[config.mk]
export PLATFORM = sky130hd
export DESIGN_NAME = perf_hint_and_autonomy_enable_bit_regs
export DESIGN_NICKNAME = d
export VERILOG_FILES = /design/src/pm_regs_pkg.sv /design/src/lp_reg_store.sv /design/src/perf_hint_and_autonomy_enable_bit_regs.sv
export VERILOG_INCLUDE_DIRS = /design/src
export SDC_FILE = /design/constraint.sdc
export NUM_CORES = 1
export LEC_CHECK = 0
export BUFFER_PORTS_ARGS = -buffer_cell sky130_fd_sc_hd__buf_4
export CAP_MARGIN = 30
export CORE_AREA = 2 2 290 292
export DETAILED_ROUTE_END_ITERATION = 10
export DIE_AREA = 0 0 292 294
export REMOVE_ABC_BUFFERS = 1
export SYNTH_ARGS = -nofsm -noshare
export SYNTH_HDL_FRONTEND = slang
export SYNTH_SLANG_ARGS = --single-unit
[constraint.sdc]
create_clock -name ref_clk -period 26.6 [get_ports ref_clk]
set_clock_uncertainty 0.2 [all_clocks]
set_input_delay 1.33 -clock ref_clk [delete_from_list [all_inputs] [get_ports ref_clk]]
set_output_delay 1.33 -clock ref_clk [all_outputs]
set_load 0.05 [all_outputs]
[src/pm_regs_defines.svh]
// register addresses, field positions and reset values for the power hint register bank
`ifndef PM_REGS_DEFINES_SVH
`define PM_REGS_DEFINES_SVH
`define ADDR_THERM_EXCURSION   12'h19C
`define ADDR_BIAS_HINT         12'h1B0
`define ADDR_PROD_PERF_COUNT   12'h64E
`define ADDR_PM_FEATURE_EN     12'h770
`define ADDR_PERF_RANGE_CAP    12'h771
`define ADDR_PKG_PERF_REQ      12'h772
`define ADDR_PERF_CHG_INT      12'h773
`define ADDR_PROC_PERF_REQ     12'h774
`define ADDR_EXT_OVERRIDE      12'h775
`define ADDR_PERF_CHG_STATUS   12'h777
`define BIAS_HINT_W            4
`define BIAS_HINT_RESET        4'h0
`define BIAS_HINT_MAX_PERF     4'h0
`define BIAS_HINT_BALANCED     4'h7
`define BIAS_HINT_MAX_SAVE     4'hF
`define AUTONOMY_BIT           0
`define AUTONOMY_RESET         1'b0
`define ECX_BIAS_SUPPORT_BIT   3
`define EAX_BASELINE_BIT       7
`define EAX_NOTIFY_BIT         8
`define EAX_WINDOW_BIT         9
`define EAX_EPP_BIT            10
`define EAX_PKG_CTRL_BIT       11
`define EPP_LSB                24
`define EPP_MSB                31
`define PERF_FIELD_W           8
`define REQ_MIN_LSB            0
`define REQ_MAX_LSB            8
`define REQ_DES_LSB            16
`define REQ_WIN_LSB            32
`define REQ_WIN_W              10
`define REQ_PKG_CTRL_BIT       42
`define REQ_WIN_VALID          59
`define REQ_EPP_VALID          60
`define REQ_DES_VALID          61
`define REQ_MAX_VALID          62
`define REQ_MIN_VALID          63
`define REQ_MIN_MASK           64'hFF
`define REQ_MAX_MASK           64'hFF00
`define REQ_DES_MASK           64'hFF_0000
`define REQ_EPP_MASK           64'hFF00_0000
`define REQ_WIN_MASK           64'h3FF_0000_0000
`define REQ_RESET              64'h0000_0000_8000_0000
`define PKG_RESET              64'h0000_0000_8000_0000
`define INT_RESET              64'h0
`endif

[src/pm_regs_pkg.sv]
// types shared by the power hint register bank
package pm_regs_pkg;
    // one register access request from a logical processor
    typedef struct packed {
        logic        rd;
        logic        wr;
        logic [1:0]  lp;
        logic [11:0] addr;
        logic [63:0] wdata;
    } reg_req_t;
    // answer to a register access
    typedef struct packed {
        logic        valid;
        logic        fault;
        logic [63:0] rdata;
    } reg_rsp_t;
    // identification leaf 6 result bits that this block owns
    typedef struct packed {
        logic [31:0] eax;
        logic [31:0] ecx;
    } ident_leaf6_t;
endpackage

[src/lp_reg_store.sv]
// small per-logical-processor storage with registered read data
`timescale 1ns/10ps
module lp_reg_store #(
    parameter int WIDTH = 64,
    parameter int DEPTH = 4,
    parameter logic [WIDTH-1:0] RESET_VAL = '0
) (
    input  wire logic                     ref_clk,
    input  wire logic                     rst_sync_n,
    input  wire logic                     wr_en,
    input  wire logic [$clog2(DEPTH)-1:0] wr_idx,
    input  wire logic [WIDTH-1:0]         wr_data,
    input  wire logic [$clog2(DEPTH)-1:0] rd_idx,
    output logic      [WIDTH-1:0]         rd_data,
    output logic      [WIDTH*DEPTH-1:0]   all_data
);
    logic [WIDTH-1:0] mem_r [DEPTH];

    // one entry per logical processor, all reset to the same default
    always_ff @(posedge ref_clk or negedge rst_sync_n) begin
        if (!rst_sync_n) begin
            for (int i = 0; i < DEPTH; i++) begin
                mem_r[i] <= RESET_VAL;
            end
        end else if (wr_en) begin
            mem_r[wr_idx] <= wr_data;
        end
    end

    // read data come out of a register
    always_ff @(posedge ref_clk or negedge rst_sync_n) begin
        if (!rst_sync_n) begin
            rd_data <= RESET_VAL;
        end else begin
            rd_data <= mem_r[rd_idx];
        end
    end

    // flat view for the resolution logic
    always_comb begin
        for (int i = 0; i < DEPTH; i++) begin
            all_data[i*WIDTH +: WIDTH] = mem_r[i];
        end
    end
endmodule // lp_reg_store

[src/perf_hint_and_autonomy_enable_bit_regs.sv]
// model-specific register bank: bias hints, autonomy enable and performance request registers
`timescale 1ns/10ps
`include "pm_regs_defines.svh"
module perf_hint_and_autonomy_enable_bit_regs #(
    parameter int         NUM_LP         = 4,
    parameter logic       FEAT_BASELINE  = 1'b1,
    parameter logic       FEAT_NOTIFY    = 1'b1,
    parameter logic       FEAT_WINDOW    = 1'b1,
    parameter logic       FEAT_EPP       = 1'b1,
    parameter logic       FEAT_PKG_CTRL  = 1'b1,
    parameter logic       FEAT_BIAS_HINT = 1'b1
) (
    input  wire logic                           ref_clk,
    input  wire logic                           rst_n,
    input  wire pm_regs_pkg::reg_req_t          req,
    output pm_regs_pkg::reg_rsp_t               rsp,
    output pm_regs_pkg::ident_leaf6_t           ident_leaf6,
    input  wire logic [63:0]                    perf_range_capabilities,
    input  wire logic [63:0]                    perf_change_status,
    input  wire logic [63:0]                    external_override_request_info,
    input  wire logic [63:0]                    thermal_status_excursion_reasons,
    input  wire logic [63:0]                    productive_perf_count,
    input  wire logic                           legacy_perf_req_valid,
    input  wire logic [$clog2(NUM_LP)-1:0]      legacy_perf_req_lp,
    input  wire logic [15:0]                    legacy_perf_req_target,
    output logic                                hw_managed_perf_states,
    output logic      [`BIAS_HINT_W-1:0]        resolved_bias_hint,
    output logic      [NUM_LP*8-1:0]            lp_min_perf,
    output logic      [NUM_LP*8-1:0]            lp_max_perf,
    output logic      [NUM_LP*8-1:0]            lp_desired_perf,
    output logic      [NUM_LP*8-1:0]            lp_energy_pref,
    output logic      [NUM_LP*10-1:0]           lp_activity_window,
    output logic                                legacy_perf_valid,
    output logic      [$clog2(NUM_LP)-1:0]      legacy_perf_lp,
    output logic      [15:0]                    legacy_perf_target
);
    localparam int LPW = $clog2(NUM_LP);

    // reset release through two flops; assertion still takes effect at once
    logic rst_meta_r;
    logic rst_sync_n;
    always_ff @(posedge ref_clk or negedge rst_n) begin
        if (!rst_n) begin
            rst_meta_r <= 1'b0;
            rst_sync_n <= 1'b0;
        end else begin
            rst_meta_r <= 1'b1;
            rst_sync_n <= rst_meta_r;
        end
    end

    // address decode of the whole bank
    function automatic logic is_addr(input logic [11:0] a, input logic [11:0] ref_a);
        is_addr = (a == ref_a);
    endfunction

    logic autonomy_enable_bit_r;
    logic access_any;
    logic hit_bias;
    logic hit_enable;
    logic hit_cap;
    logic hit_pkg;
    logic hit_int;
    logic hit_req;
    logic hit_ext;
    logic hit_stat;
    logic hit_therm;
    logic hit_pperf;
    logic allowed;

    assign access_any = req.rd | req.wr;
    assign hit_bias   = FEAT_BIAS_HINT && is_addr(req.addr, `ADDR_BIAS_HINT);
    assign hit_enable = FEAT_BASELINE && is_addr(req.addr, `ADDR_PM_FEATURE_EN);
    assign hit_cap    = FEAT_BASELINE && is_addr(req.addr, `ADDR_PERF_RANGE_CAP);
    assign hit_pkg    = FEAT_PKG_CTRL && is_addr(req.addr, `ADDR_PKG_PERF_REQ);
    assign hit_int    = FEAT_NOTIFY && is_addr(req.addr, `ADDR_PERF_CHG_INT);
    assign hit_req    = FEAT_BASELINE && is_addr(req.addr, `ADDR_PROC_PERF_REQ);
    assign hit_ext    = FEAT_BASELINE && is_addr(req.addr, `ADDR_EXT_OVERRIDE);
    assign hit_stat   = FEAT_BASELINE && is_addr(req.addr, `ADDR_PERF_CHG_STATUS);
    assign hit_therm  = is_addr(req.addr, `ADDR_THERM_EXCURSION);
    assign hit_pperf  = is_addr(req.addr, `ADDR_PROD_PERF_COUNT);

    // gating: capability, request, package, override and status registers wait for enable; interrupt and bias hint only need presence
    always_comb begin
        allowed = 1'b0;
        if (hit_bias || hit_enable || hit_therm || hit_pperf || hit_int) begin
            allowed = 1'b1;
        end else if (hit_cap || hit_pkg || hit_req || hit_ext || hit_stat) begin
            allowed = autonomy_enable_bit_r;
        end
    end

    logic wr_ok;
    assign wr_ok = req.wr && allowed;

    // package-wide enable: set once, never cleared except by reset
    always_ff @(posedge ref_clk or negedge rst_sync_n) begin
        if (!rst_sync_n) begin
            autonomy_enable_bit_r <= `AUTONOMY_RESET;
        end else if (wr_ok && hit_enable && !autonomy_enable_bit_r) begin
            autonomy_enable_bit_r <= req.wdata[`AUTONOMY_BIT];
        end
    end
    assign hw_managed_perf_states = autonomy_enable_bit_r;

    // per logical processor bias hints
    logic [`BIAS_HINT_W-1:0]        bias_rd;
    logic [`BIAS_HINT_W*NUM_LP-1:0] bias_all;
    lp_reg_store #(
        .WIDTH     (`BIAS_HINT_W),
        .DEPTH     (NUM_LP),
        .RESET_VAL (`BIAS_HINT_RESET)
    ) u_bias_store (
        .ref_clk    (ref_clk),
        .rst_sync_n (rst_sync_n),
        .wr_en      (wr_ok && hit_bias),
        .wr_idx     (req.lp[LPW-1:0]),
        .wr_data    (req.wdata[`BIAS_HINT_W-1:0]),
        .rd_idx     (req.lp[LPW-1:0]),
        .rd_data    (bias_rd),
        .all_data   (bias_all)
    );

    // per logical processor performance requests
    logic [63:0]        preq_rd;
    logic [64*NUM_LP-1:0] preq_all;
    lp_reg_store #(
        .WIDTH     (64),
        .DEPTH     (NUM_LP),
        .RESET_VAL (`REQ_RESET)
    ) u_req_store (
        .ref_clk    (ref_clk),
        .rst_sync_n (rst_sync_n),
        .wr_en      (wr_ok && hit_req),
        .wr_idx     (req.lp[LPW-1:0]),
        .wr_data    (req.wdata),
        .rd_idx     (req.lp[LPW-1:0]),
        .rd_data    (preq_rd),
        .all_data   (preq_all)
    );

    // package request and interrupt control, one copy each per package
    logic [63:0] pkg_req_r;
    logic [63:0] int_ctrl_r;
    always_ff @(posedge ref_clk or negedge rst_sync_n) begin
        if (!rst_sync_n) begin
            pkg_req_r <= `PKG_RESET;
        end else if (wr_ok && hit_pkg) begin
            pkg_req_r <= req.wdata;
        end
    end
    always_ff @(posedge ref_clk or negedge rst_sync_n) begin
        if (!rst_sync_n) begin
            int_ctrl_r <= `INT_RESET;
        end else if (wr_ok && hit_int) begin
            int_ctrl_r <= req.wdata;
        end
    end

    // the lowest hint across processors wins, since it favours performance
    function automatic logic [`BIAS_HINT_W-1:0] min_hint(input logic [`BIAS_HINT_W*NUM_LP-1:0] v);
        logic [`BIAS_HINT_W-1:0] m;
        m = `BIAS_HINT_MAX_SAVE;
        for (int i = 0; i < NUM_LP; i++) begin
            if (v[i*`BIAS_HINT_W +: `BIAS_HINT_W] < m) begin
                m = v[i*`BIAS_HINT_W +: `BIAS_HINT_W];
            end
        end
        min_hint = m;
    endfunction

    always_ff @(posedge ref_clk or negedge rst_sync_n) begin
        if (!rst_sync_n) begin
            resolved_bias_hint <= `BIAS_HINT_RESET;
        end else begin
            resolved_bias_hint <= min_hint(bias_all);
        end
    end

    // bias hint scaled into the 8-bit preference range, 0 stays top performance
    function automatic logic [7:0] hint_to_pref(input logic [`BIAS_HINT_W-1:0] h);
        hint_to_pref = {h, h};
    endfunction

    // a package field replaces the own field only while its valid bit is clear
    function automatic logic [63:0] take_pkg(input logic [63:0] own,
                                             input logic [63:0] pkg,
                                             input logic [63:0] mask,
                                             input logic        keep_own);
        take_pkg = keep_own ? own : ((own & ~mask) | (pkg & mask));
    endfunction

    // effective request per processor; valid bits never masked, so later merges still see them
    logic [63:0] eff_req [NUM_LP];
    always_comb begin
        for (int i = 0; i < NUM_LP; i++) begin
            eff_req[i] = preq_all[i*64 +: 64];
            if (FEAT_PKG_CTRL && eff_req[i][`REQ_PKG_CTRL_BIT]) begin
                eff_req[i] = take_pkg(eff_req[i], pkg_req_r, `REQ_MIN_MASK, eff_req[i][`REQ_MIN_VALID]);
                eff_req[i] = take_pkg(eff_req[i], pkg_req_r, `REQ_MAX_MASK, eff_req[i][`REQ_MAX_VALID]);
                eff_req[i] = take_pkg(eff_req[i], pkg_req_r, `REQ_DES_MASK, eff_req[i][`REQ_DES_VALID]);
                eff_req[i] = take_pkg(eff_req[i], pkg_req_r, `REQ_EPP_MASK, eff_req[i][`REQ_EPP_VALID]);
                eff_req[i] = take_pkg(eff_req[i], pkg_req_r, `REQ_WIN_MASK, eff_req[i][`REQ_WIN_VALID]);
            end
        end
    end

    // limits and target handed to the autonomous selector; levels are abstract integers
    always_ff @(posedge ref_clk or negedge rst_sync_n) begin
        if (!rst_sync_n) begin
            lp_min_perf     <= '0;
            lp_max_perf     <= '0;
            lp_desired_perf <= '0;
        end else begin
            for (int i = 0; i < NUM_LP; i++) begin
                lp_min_perf[i*8 +: 8]     <= eff_req[i][`REQ_MIN_LSB +: `PERF_FIELD_W];
                lp_max_perf[i*8 +: 8]     <= eff_req[i][`REQ_MAX_LSB +: `PERF_FIELD_W];
                lp_desired_perf[i*8 +: 8] <= eff_req[i][`REQ_DES_LSB +: `PERF_FIELD_W];
            end
        end
    end

    // efficiency preference; without its own field the bias hint stands in
    always_ff @(posedge ref_clk or negedge rst_sync_n) begin
        if (!rst_sync_n) begin
            lp_energy_pref <= '0;
        end else begin
            for (int i = 0; i < NUM_LP; i++) begin
                lp_energy_pref[i*8 +: 8] <= FEAT_EPP ? eff_req[i][`EPP_MSB:`EPP_LSB]
                                            : hint_to_pref(bias_all[i*`BIAS_HINT_W +: `BIAS_HINT_W]);
            end
        end
    end

    // history window; zero leaves the window choice to the selector
    always_ff @(posedge ref_clk or negedge rst_sync_n) begin
        if (!rst_sync_n) begin
            lp_activity_window <= '0;
        end else begin
            for (int i = 0; i < NUM_LP; i++) begin
                lp_activity_window[i*10 +: 10] <= FEAT_WINDOW ? eff_req[i][`REQ_WIN_LSB +: `REQ_WIN_W]
                                                  : 10'h000;
            end
        end
    end

    // legacy control passes only while the autonomous mode is off
    always_ff @(posedge ref_clk or negedge rst_sync_n) begin
        if (!rst_sync_n) begin
            legacy_perf_valid  <= 1'b0;
            legacy_perf_lp     <= '0;
            legacy_perf_target <= 16'h0000;
        end else begin
            legacy_perf_valid  <= legacy_perf_req_valid && !autonomy_enable_bit_r;
            legacy_perf_lp     <= legacy_perf_req_lp;
            legacy_perf_target <= legacy_perf_req_target;
        end
    end

    // feature flags for identification leaf 6
    always_comb begin
        ident_leaf6 = '0;
        ident_leaf6.eax[`EAX_BASELINE_BIT] = FEAT_BASELINE;
        ident_leaf6.eax[`EAX_NOTIFY_BIT]   = FEAT_NOTIFY;
        ident_leaf6.eax[`EAX_WINDOW_BIT]   = FEAT_WINDOW;
        ident_leaf6.eax[`EAX_EPP_BIT]      = FEAT_EPP;
        ident_leaf6.eax[`EAX_PKG_CTRL_BIT] = FEAT_PKG_CTRL;
        ident_leaf6.ecx[`ECX_BIAS_SUPPORT_BIT] = FEAT_BIAS_HINT;
    end

    // read answer one cycle after the request, matching the store's registered data
    logic        rd_d_r;
    logic        wr_d_r;
    logic        fault_d_r;
    logic [63:0] rd_mux_r;
    logic [3:0]  rd_sel_r;
    always_ff @(posedge ref_clk or negedge rst_sync_n) begin
        if (!rst_sync_n) begin
            rd_d_r    <= 1'b0;
            wr_d_r    <= 1'b0;
            fault_d_r <= 1'b0;
            rd_sel_r  <= 4'h0;
            rd_mux_r  <= 64'h0;
        end else begin
            rd_d_r    <= req.rd;
            wr_d_r    <= req.wr;
            fault_d_r <= access_any && !allowed;
            rd_sel_r  <= {hit_bias, hit_req, 2'b00};
            unique case (1'b1)
                hit_enable: rd_mux_r <= {63'h0, autonomy_enable_bit_r};
                hit_cap:    rd_mux_r <= perf_range_capabilities;
                hit_pkg:    rd_mux_r <= pkg_req_r;
                hit_int:    rd_mux_r <= int_ctrl_r;
                hit_ext:    rd_mux_r <= external_override_request_info;
                hit_stat:   rd_mux_r <= perf_change_status;
                hit_therm:  rd_mux_r <= thermal_status_excursion_reasons;
                hit_pperf:  rd_mux_r <= productive_perf_count;
                default:    rd_mux_r <= 64'h0;
            endcase
        end
    end

    // final answer; bias reads pad upper bits with zero
    always_comb begin
        rsp.valid = rd_d_r | wr_d_r;
        rsp.fault = fault_d_r;
        if (!rd_d_r || fault_d_r) begin
            rsp.rdata = 64'h0;
        end else if (rd_sel_r[3]) begin
            rsp.rdata = {60'h0, bias_rd};
        end else if (rd_sel_r[2]) begin
            rsp.rdata = preq_rd;
        end else begin
            rsp.rdata = rd_mux_r;
        end
    end
endmodule // perf_hint_and_autonomy_enable_bit_regs

* Yosys cells after proc, flatten, opt, wreduce, memory -nomap -nowiden
Index checks and enable logic that the tools add are counted.
Cells by class: bitwise operators 23, multipliers 0, magnitude comparators 6, divide/modulo/power cells 0, add/subtract/negate cells 0, muxes and demuxes 46, reductions and logical operators 22, equality and inequality tests 10, shift operators 0
Operators by type and width (count):
- 64-bit one-hot mux with 8 select lines | 1
- 64-bit two-way mux | 6
- 42-bit two-way mux | 8
- 256-bit bitwise mux | 1
- 63-bit two-way mux | 4
- 63-bit by 8-bit OR with 63-bit output | 4
- 62-bit two-way mux | 4
- 62-bit by 16-bit OR with 62-bit output | 4
- 61-bit two-way mux | 4
- 61-bit by 24-bit OR with 61-bit output | 4
- 60-bit two-way mux | 4
- 60-bit by 32-bit OR with 60-bit output | 4
- 32-bit by 42-bit OR with 42-bit output | 4
- 64-bit binary-select mux with 2-bit select | 1
- 64-bit demux with 2-bit select | 1
- 12-bit by 11-bit == test with 1-bit output (second input constant) | 8
- 4-bit two-way mux | 7
- 12-bit by 9-bit == test with 1-bit output (second input constant) | 2
- 16-bit bitwise mux | 1
- 4-bit less-than comparator | 3
- 1-bit logical AND | 10
- 1-bit logical OR | 9
- 4-bit binary-select mux with 2-bit select | 1
- 4-bit demux with 2-bit select | 1
- 7 further kinds | 11
Word-level totals: memories 0, ROM bits 0, RAM bits 0, input bits 421, bits in registers 731, word-level logic and storage cells 136, latch bits 0

* Logic depth before layout (Yosys ltp)
word-level depth 11, depth in mapped cells 19, gate-level depth less buffers 19

* Cells and area by module
A second synthesis with hierarchy kept.
Unflattened totals: cells, all modules 2084, area, all modules 31680.4 sq um
Modules (own cells, without submodules):
- perf_hint_and_autonomy_enable_bit_regs | sequential area each 9785.6 sq um, area each 17699.5 sq um, times used 1, cells an instance 1355
- lp_reg_store at u_req_store | sequential area each 8013.9 sq um, area each 13167.6 sq um, times used 1, cells an instance 685
- lp_reg_store at u_bias_store | sequential area each 500.5 sq um, area each 813.3 sq um, times used 1, cells an instance 44

* Worst setup path before layout
OpenSTA, ideal clock, no wires.
kind register to register, start register u_bias_store.mem_r, in the netlist u_bias_store.all_data[1], end register resolved_bias_hint[1], arrival time 3.529 ns, setup slack 22.792 ns, period minus slack after synthesis 3.808 ns, stages on the path, launching flop included 19, library setup time 0.079 ns, path through dfrtp_1 -> inv_1 -> ha_1 -> or2_2 -> a311o_1 -> mux2_2 -> inv_1 -> ha_1 -> inv_1 -> o21ai_0 -> nor3_1 -> a21oi_1 -> mux2i_1 -> ha_1 -> o21a_1 -> o21ai_0 -> a31oi_1 -> nor2_1 -> mux2i_1
Between the ends: longest elaborated chain between the ends 8
RTL lines:
- from (decl) | RTL line lp_reg_store.sv:17 | logic [WIDTH-1:0] mem_r [DEPTH];
- from (signal, indexed assignment) | RTL line lp_reg_store.sv:26 | mem_r[wr_idx] <= wr_data;
- 4-bit less-than comparator | RTL line perf_hint_and_autonomy_enable_bit_regs.sv:165 | if (v[i*`BIAS_HINT_W +: `BIAS_HINT_W] < m) begin
- 4-bit two-way mux * | RTL line perf_hint_and_autonomy_enable_bit_regs.sv:165
- 4-bit less-than comparator | RTL line perf_hint_and_autonomy_enable_bit_regs.sv:165
- 4-bit two-way mux * | RTL line perf_hint_and_autonomy_enable_bit_regs.sv:165
- 4-bit less-than comparator | RTL line perf_hint_and_autonomy_enable_bit_regs.sv:165
- 4-bit two-way mux * | RTL line perf_hint_and_autonomy_enable_bit_regs.sv:165
- 4-bit less-than comparator | RTL line perf_hint_and_autonomy_enable_bit_regs.sv:165
- 4-bit two-way mux * | RTL line perf_hint_and_autonomy_enable_bit_regs.sv:165
- to (signal assigned) | RTL line perf_hint_and_autonomy_enable_bit_regs.sv:174 | resolved_bias_hint <= `BIAS_HINT_RESET;
- to (signal assigned) | RTL line perf_hint_and_autonomy_enable_bit_regs.sv:176 | resolved_bias_hint <= min_hint(bias_all);
- to (decl) | RTL line perf_hint_and_autonomy_enable_bit_regs.sv:27 | output logic [`BIAS_HINT_W-1:0] resolved_bias_hint,
Every way passes the cells marked *; elsewhere a longest branch is shown, timed or not. A chain may end at the register's enable or synchronous reset.

==> out/results.txt <==
Worst path top cell family by delay: flip-flops
Worst Path Required: 25.07 ns
PortBufs: 678
Post-route insts no fill: 3926
Worst hold start: rst_meta_r$_DFF_PN0_
Worst skew pair latency: 0.61 ns
Die height: 294 um
Hold buffer count at cts: 0
Synth top area cells: dfrtp_1, mux2_2, a22o_1
Post-synthesis simple-gate area fraction: 2.690%
Fmax: 219.1 MHz
DR iter-0 viols: 1924
Crit path top cell by count: buf_4
Crit path kind: reg2out
Reg power frac: 46.5%
Yosys warns: 0
Final HPWL DP: 68040 um
Psw: 0.0005435 W
Predominant post-synthesis flop cell: dfrtp_1
Lkg Pwr: 20.07 nW
Seq cells post-synth: 731
Number of routed nets with antenna violations: 0
Power density over the cells: 59.90 nW/um^2
Largest family of logic cells by synthesized area: multiplexers
Xor/xnor cell area share of the yosys netlist: 0%
Post-Syn Area: 31160 um^2
Slew Limit Headroom: 28.77%
Fin. max-slew vios: 0
Vias: 21.97k
Worst-path cell chain: buf_4, mux2i_1, nor2_1, buf_4
Vias in the first global route: 23.37k
Fin crit period: 4.564 ns
Final #Nets: 3215
Post-synth EDFFs: 0
Setup-failing EPs final: 0
Filler Cells Inserted: 7246
Drt wl/cell: 26.41 um
# IOs: 743
Hold violation count in the final report: 0
Mux contribution to synthesized area: 21.26%
Outcome: completed
Worst-margin pin slew: 1.068 ns
Worst VDD drop: 51.96 uV
R2r startpoint: u_bias_store.all_data[1]$_DFFE_PN0P_
HP Class: reg2reg
Combinational fraction of design power: 5.8%
Detailed Routing Iterations Pass 1: 7
GRT overflow: 0
Critical path origin: rd_sel_r[2]$_DFF_PN0_
Placed cells: 3777
Synth Area in Adders: 0.4417%
Synth unique cells: 51
H-tree level count: 3
Clock sink count: 731
Final period util: 17.16%
Seq/Total Area, Yosys: 58.73%
CTS clk-pin slew, worst paths: 0.06 ns
Post-CTS resize count: 0
Global-route wire length before repair: 152400 um
Final Routed Wirelength: 103700 um
Clk root buf: clkbuf_16
Multi-input gate area: 11940 um^2
Setup tns final: 0 ns
Register area: 18310 um^2
CP max FO: 35
Largest net degree at the start of global routing: 179
Internal power: 0.001858 W
TritonCTS clock tree: yes
Sw frac: 22.63%
Synth Area in Compound Gates: 12.82%
Global Route Usage Sum: 23.58%
Initial Util: 37.59%
Share of cells above drive strength 1: 44.97%
Core region area: 82890 um^2
Via density: 5.596
Largest area contributor in the netlist: dfrtp_1
Clk pwr share: 47.7%
Slowest CP cell: dfrtp_4
Crit end category: output port
P&R area growth vs syn: 28.68%
Initial antenna violation count: 0
Routability congestion estimate: 0.8856
DRC: 0
CTS Buf Count: 80
Core Util, Final: 48.37%
Die area: 85850 um^2
Max-Cap Viols: 0
CP arrival: 3.03 ns
Synth top area share: 58.22%
Unrepaired setup endpoints after global routing: no
Cells after Synth: 2134
Rows: 106
Critical path buffers and inverters: 2
Die W: 292 um
Synth Area per Inst: 14.60 um^2
Slowest stage delay, CP: 0.90 ns
Clock Tree Buf Depth: 3
Async S/R FF share, synth: 100.0%
Flop-to-flop setup slack: 22.31 ns
Buffer count from post-CTS setup fixing: 0
Worst Setup Start Kind: flip-flop
[Yosys cell counts (12+ instances only)]
master,count
a221o_1,64
a222oi_1,64
a22o_1,256
buf_1,14
buf_2,41
buf_4,65
clkbuf_1,107
dfrtp_1,725
inv_1,12
mux2_2,254
mux2_4,60
mux2i_1,133
mux4_2,68
nand2_1,14
nor2_1,75
nor2b_1,25
o21ai_0,75
[worst paths after layout]
| check | to | cells after the start |
|---|---|---|
| worst max-delay path | rsp[10] | 4 |
| worst min-delay path | rst_sync_n$_DFF_PN0_ | 0 |
| worst max register to register | resolved_bias_hint[1]$_DFF_PN0_ | 18 |
| worst min register to register | rst_sync_n$_DFF_PN0_ | 0 |
| max in group asynchronous | rd_sel_r[2]$_DFF_PN0_ | 3 |
| min in group asynchronous | int_ctrl_r[24]$_DFFE_PN0P_ | 0 |
[cell usage in the layout (no fill, tap or decap), types with 65 or more instances in the layout]
master / instances
buf_4: 727
dfrtp_1: 723
a22o_1: 256
mux2_2: 254
mux2i_1: 133
clkbuf_16: 82
o21ai_0: 75
nor2_1: 72
mux4_2: 68
conb_1: 65
[stage by stage]
step	hold WS [ns]	setup WS, ns	area [um^2]	total power (W)
after floorplan	0.1312	4.526	30180	0.001192
after global placement	0.1383	21.50	37040	0.001275
after detailed placement	0.1411	21.53	37260	0.001278
after CTS	0.1536	22.01	40000	0.002430
after global routing	0.1756	22.01	40090	0.002488
final	0.1527	22.04	40100	0.002402
[cell families (layout without fill, tap and decap cells)]
| group | Yosys count | count (layout) |
|---|---|---|
| muxes | 515 | 515 |
| AOI/OAI and AO/OA | 473 | 473 |
| buffers and inverters | 245 | 892 |
| DFF | 731 | 731 |
| adders and majority gates | 11 | 11 |
| and+or+nand+nor | 157 | 157 |
| other | 2 | 67 |
[registers in the layout, indices dropped and copies added, names as in the netlist, 32 cells and up]
register / count
lp_activity_window: 40
int_ctrl_r: 64
pkg_req_r: 64
rd_mux_r: 64
u_req_store.rd_data: 64
lp_min_perf: 32
u_req_store.all_data: 256
lp_max_perf: 32
lp_energy_pref: 32
lp_desired_perf: 32
[cell type report]
class,count,area share [%]
Tap cell,1080,3.370
Sequential cell,731,45.66
Timing Repair Buffer,737,14.24
Multi-Input combinational cell,1221,29.78
Antenna cell,2,0.01248
Inverter,12,0.1123
Clock buffer,117,5.919
Clock inverter,26,0.9143
[metal layers]
layer	wire length, um	vias up	global-route usage [%]
met3	5350	172	3.421
met2	53540	872	41.37
met4	3132	0	8.373
met5	0	-	0
met1	41650	11590	29.70
li1	-	9330	-
[power groups by stage]
stage | registers (W) | logic (W) | clock network, W
floorplan | 0.00116 | 0.0000334 | 0
detailed placement | 0.00114 | 0.000141 | 0
CTS | 0.00112 | 0.000141 | 0.00117
global route | 0.00112 | 0.000150 | 0.00122
global placement | 0.00114 | 0.000138 | 0
finish | 0.00112 | 0.000140 | 0.00114
(Power assumes the default switching activity.)
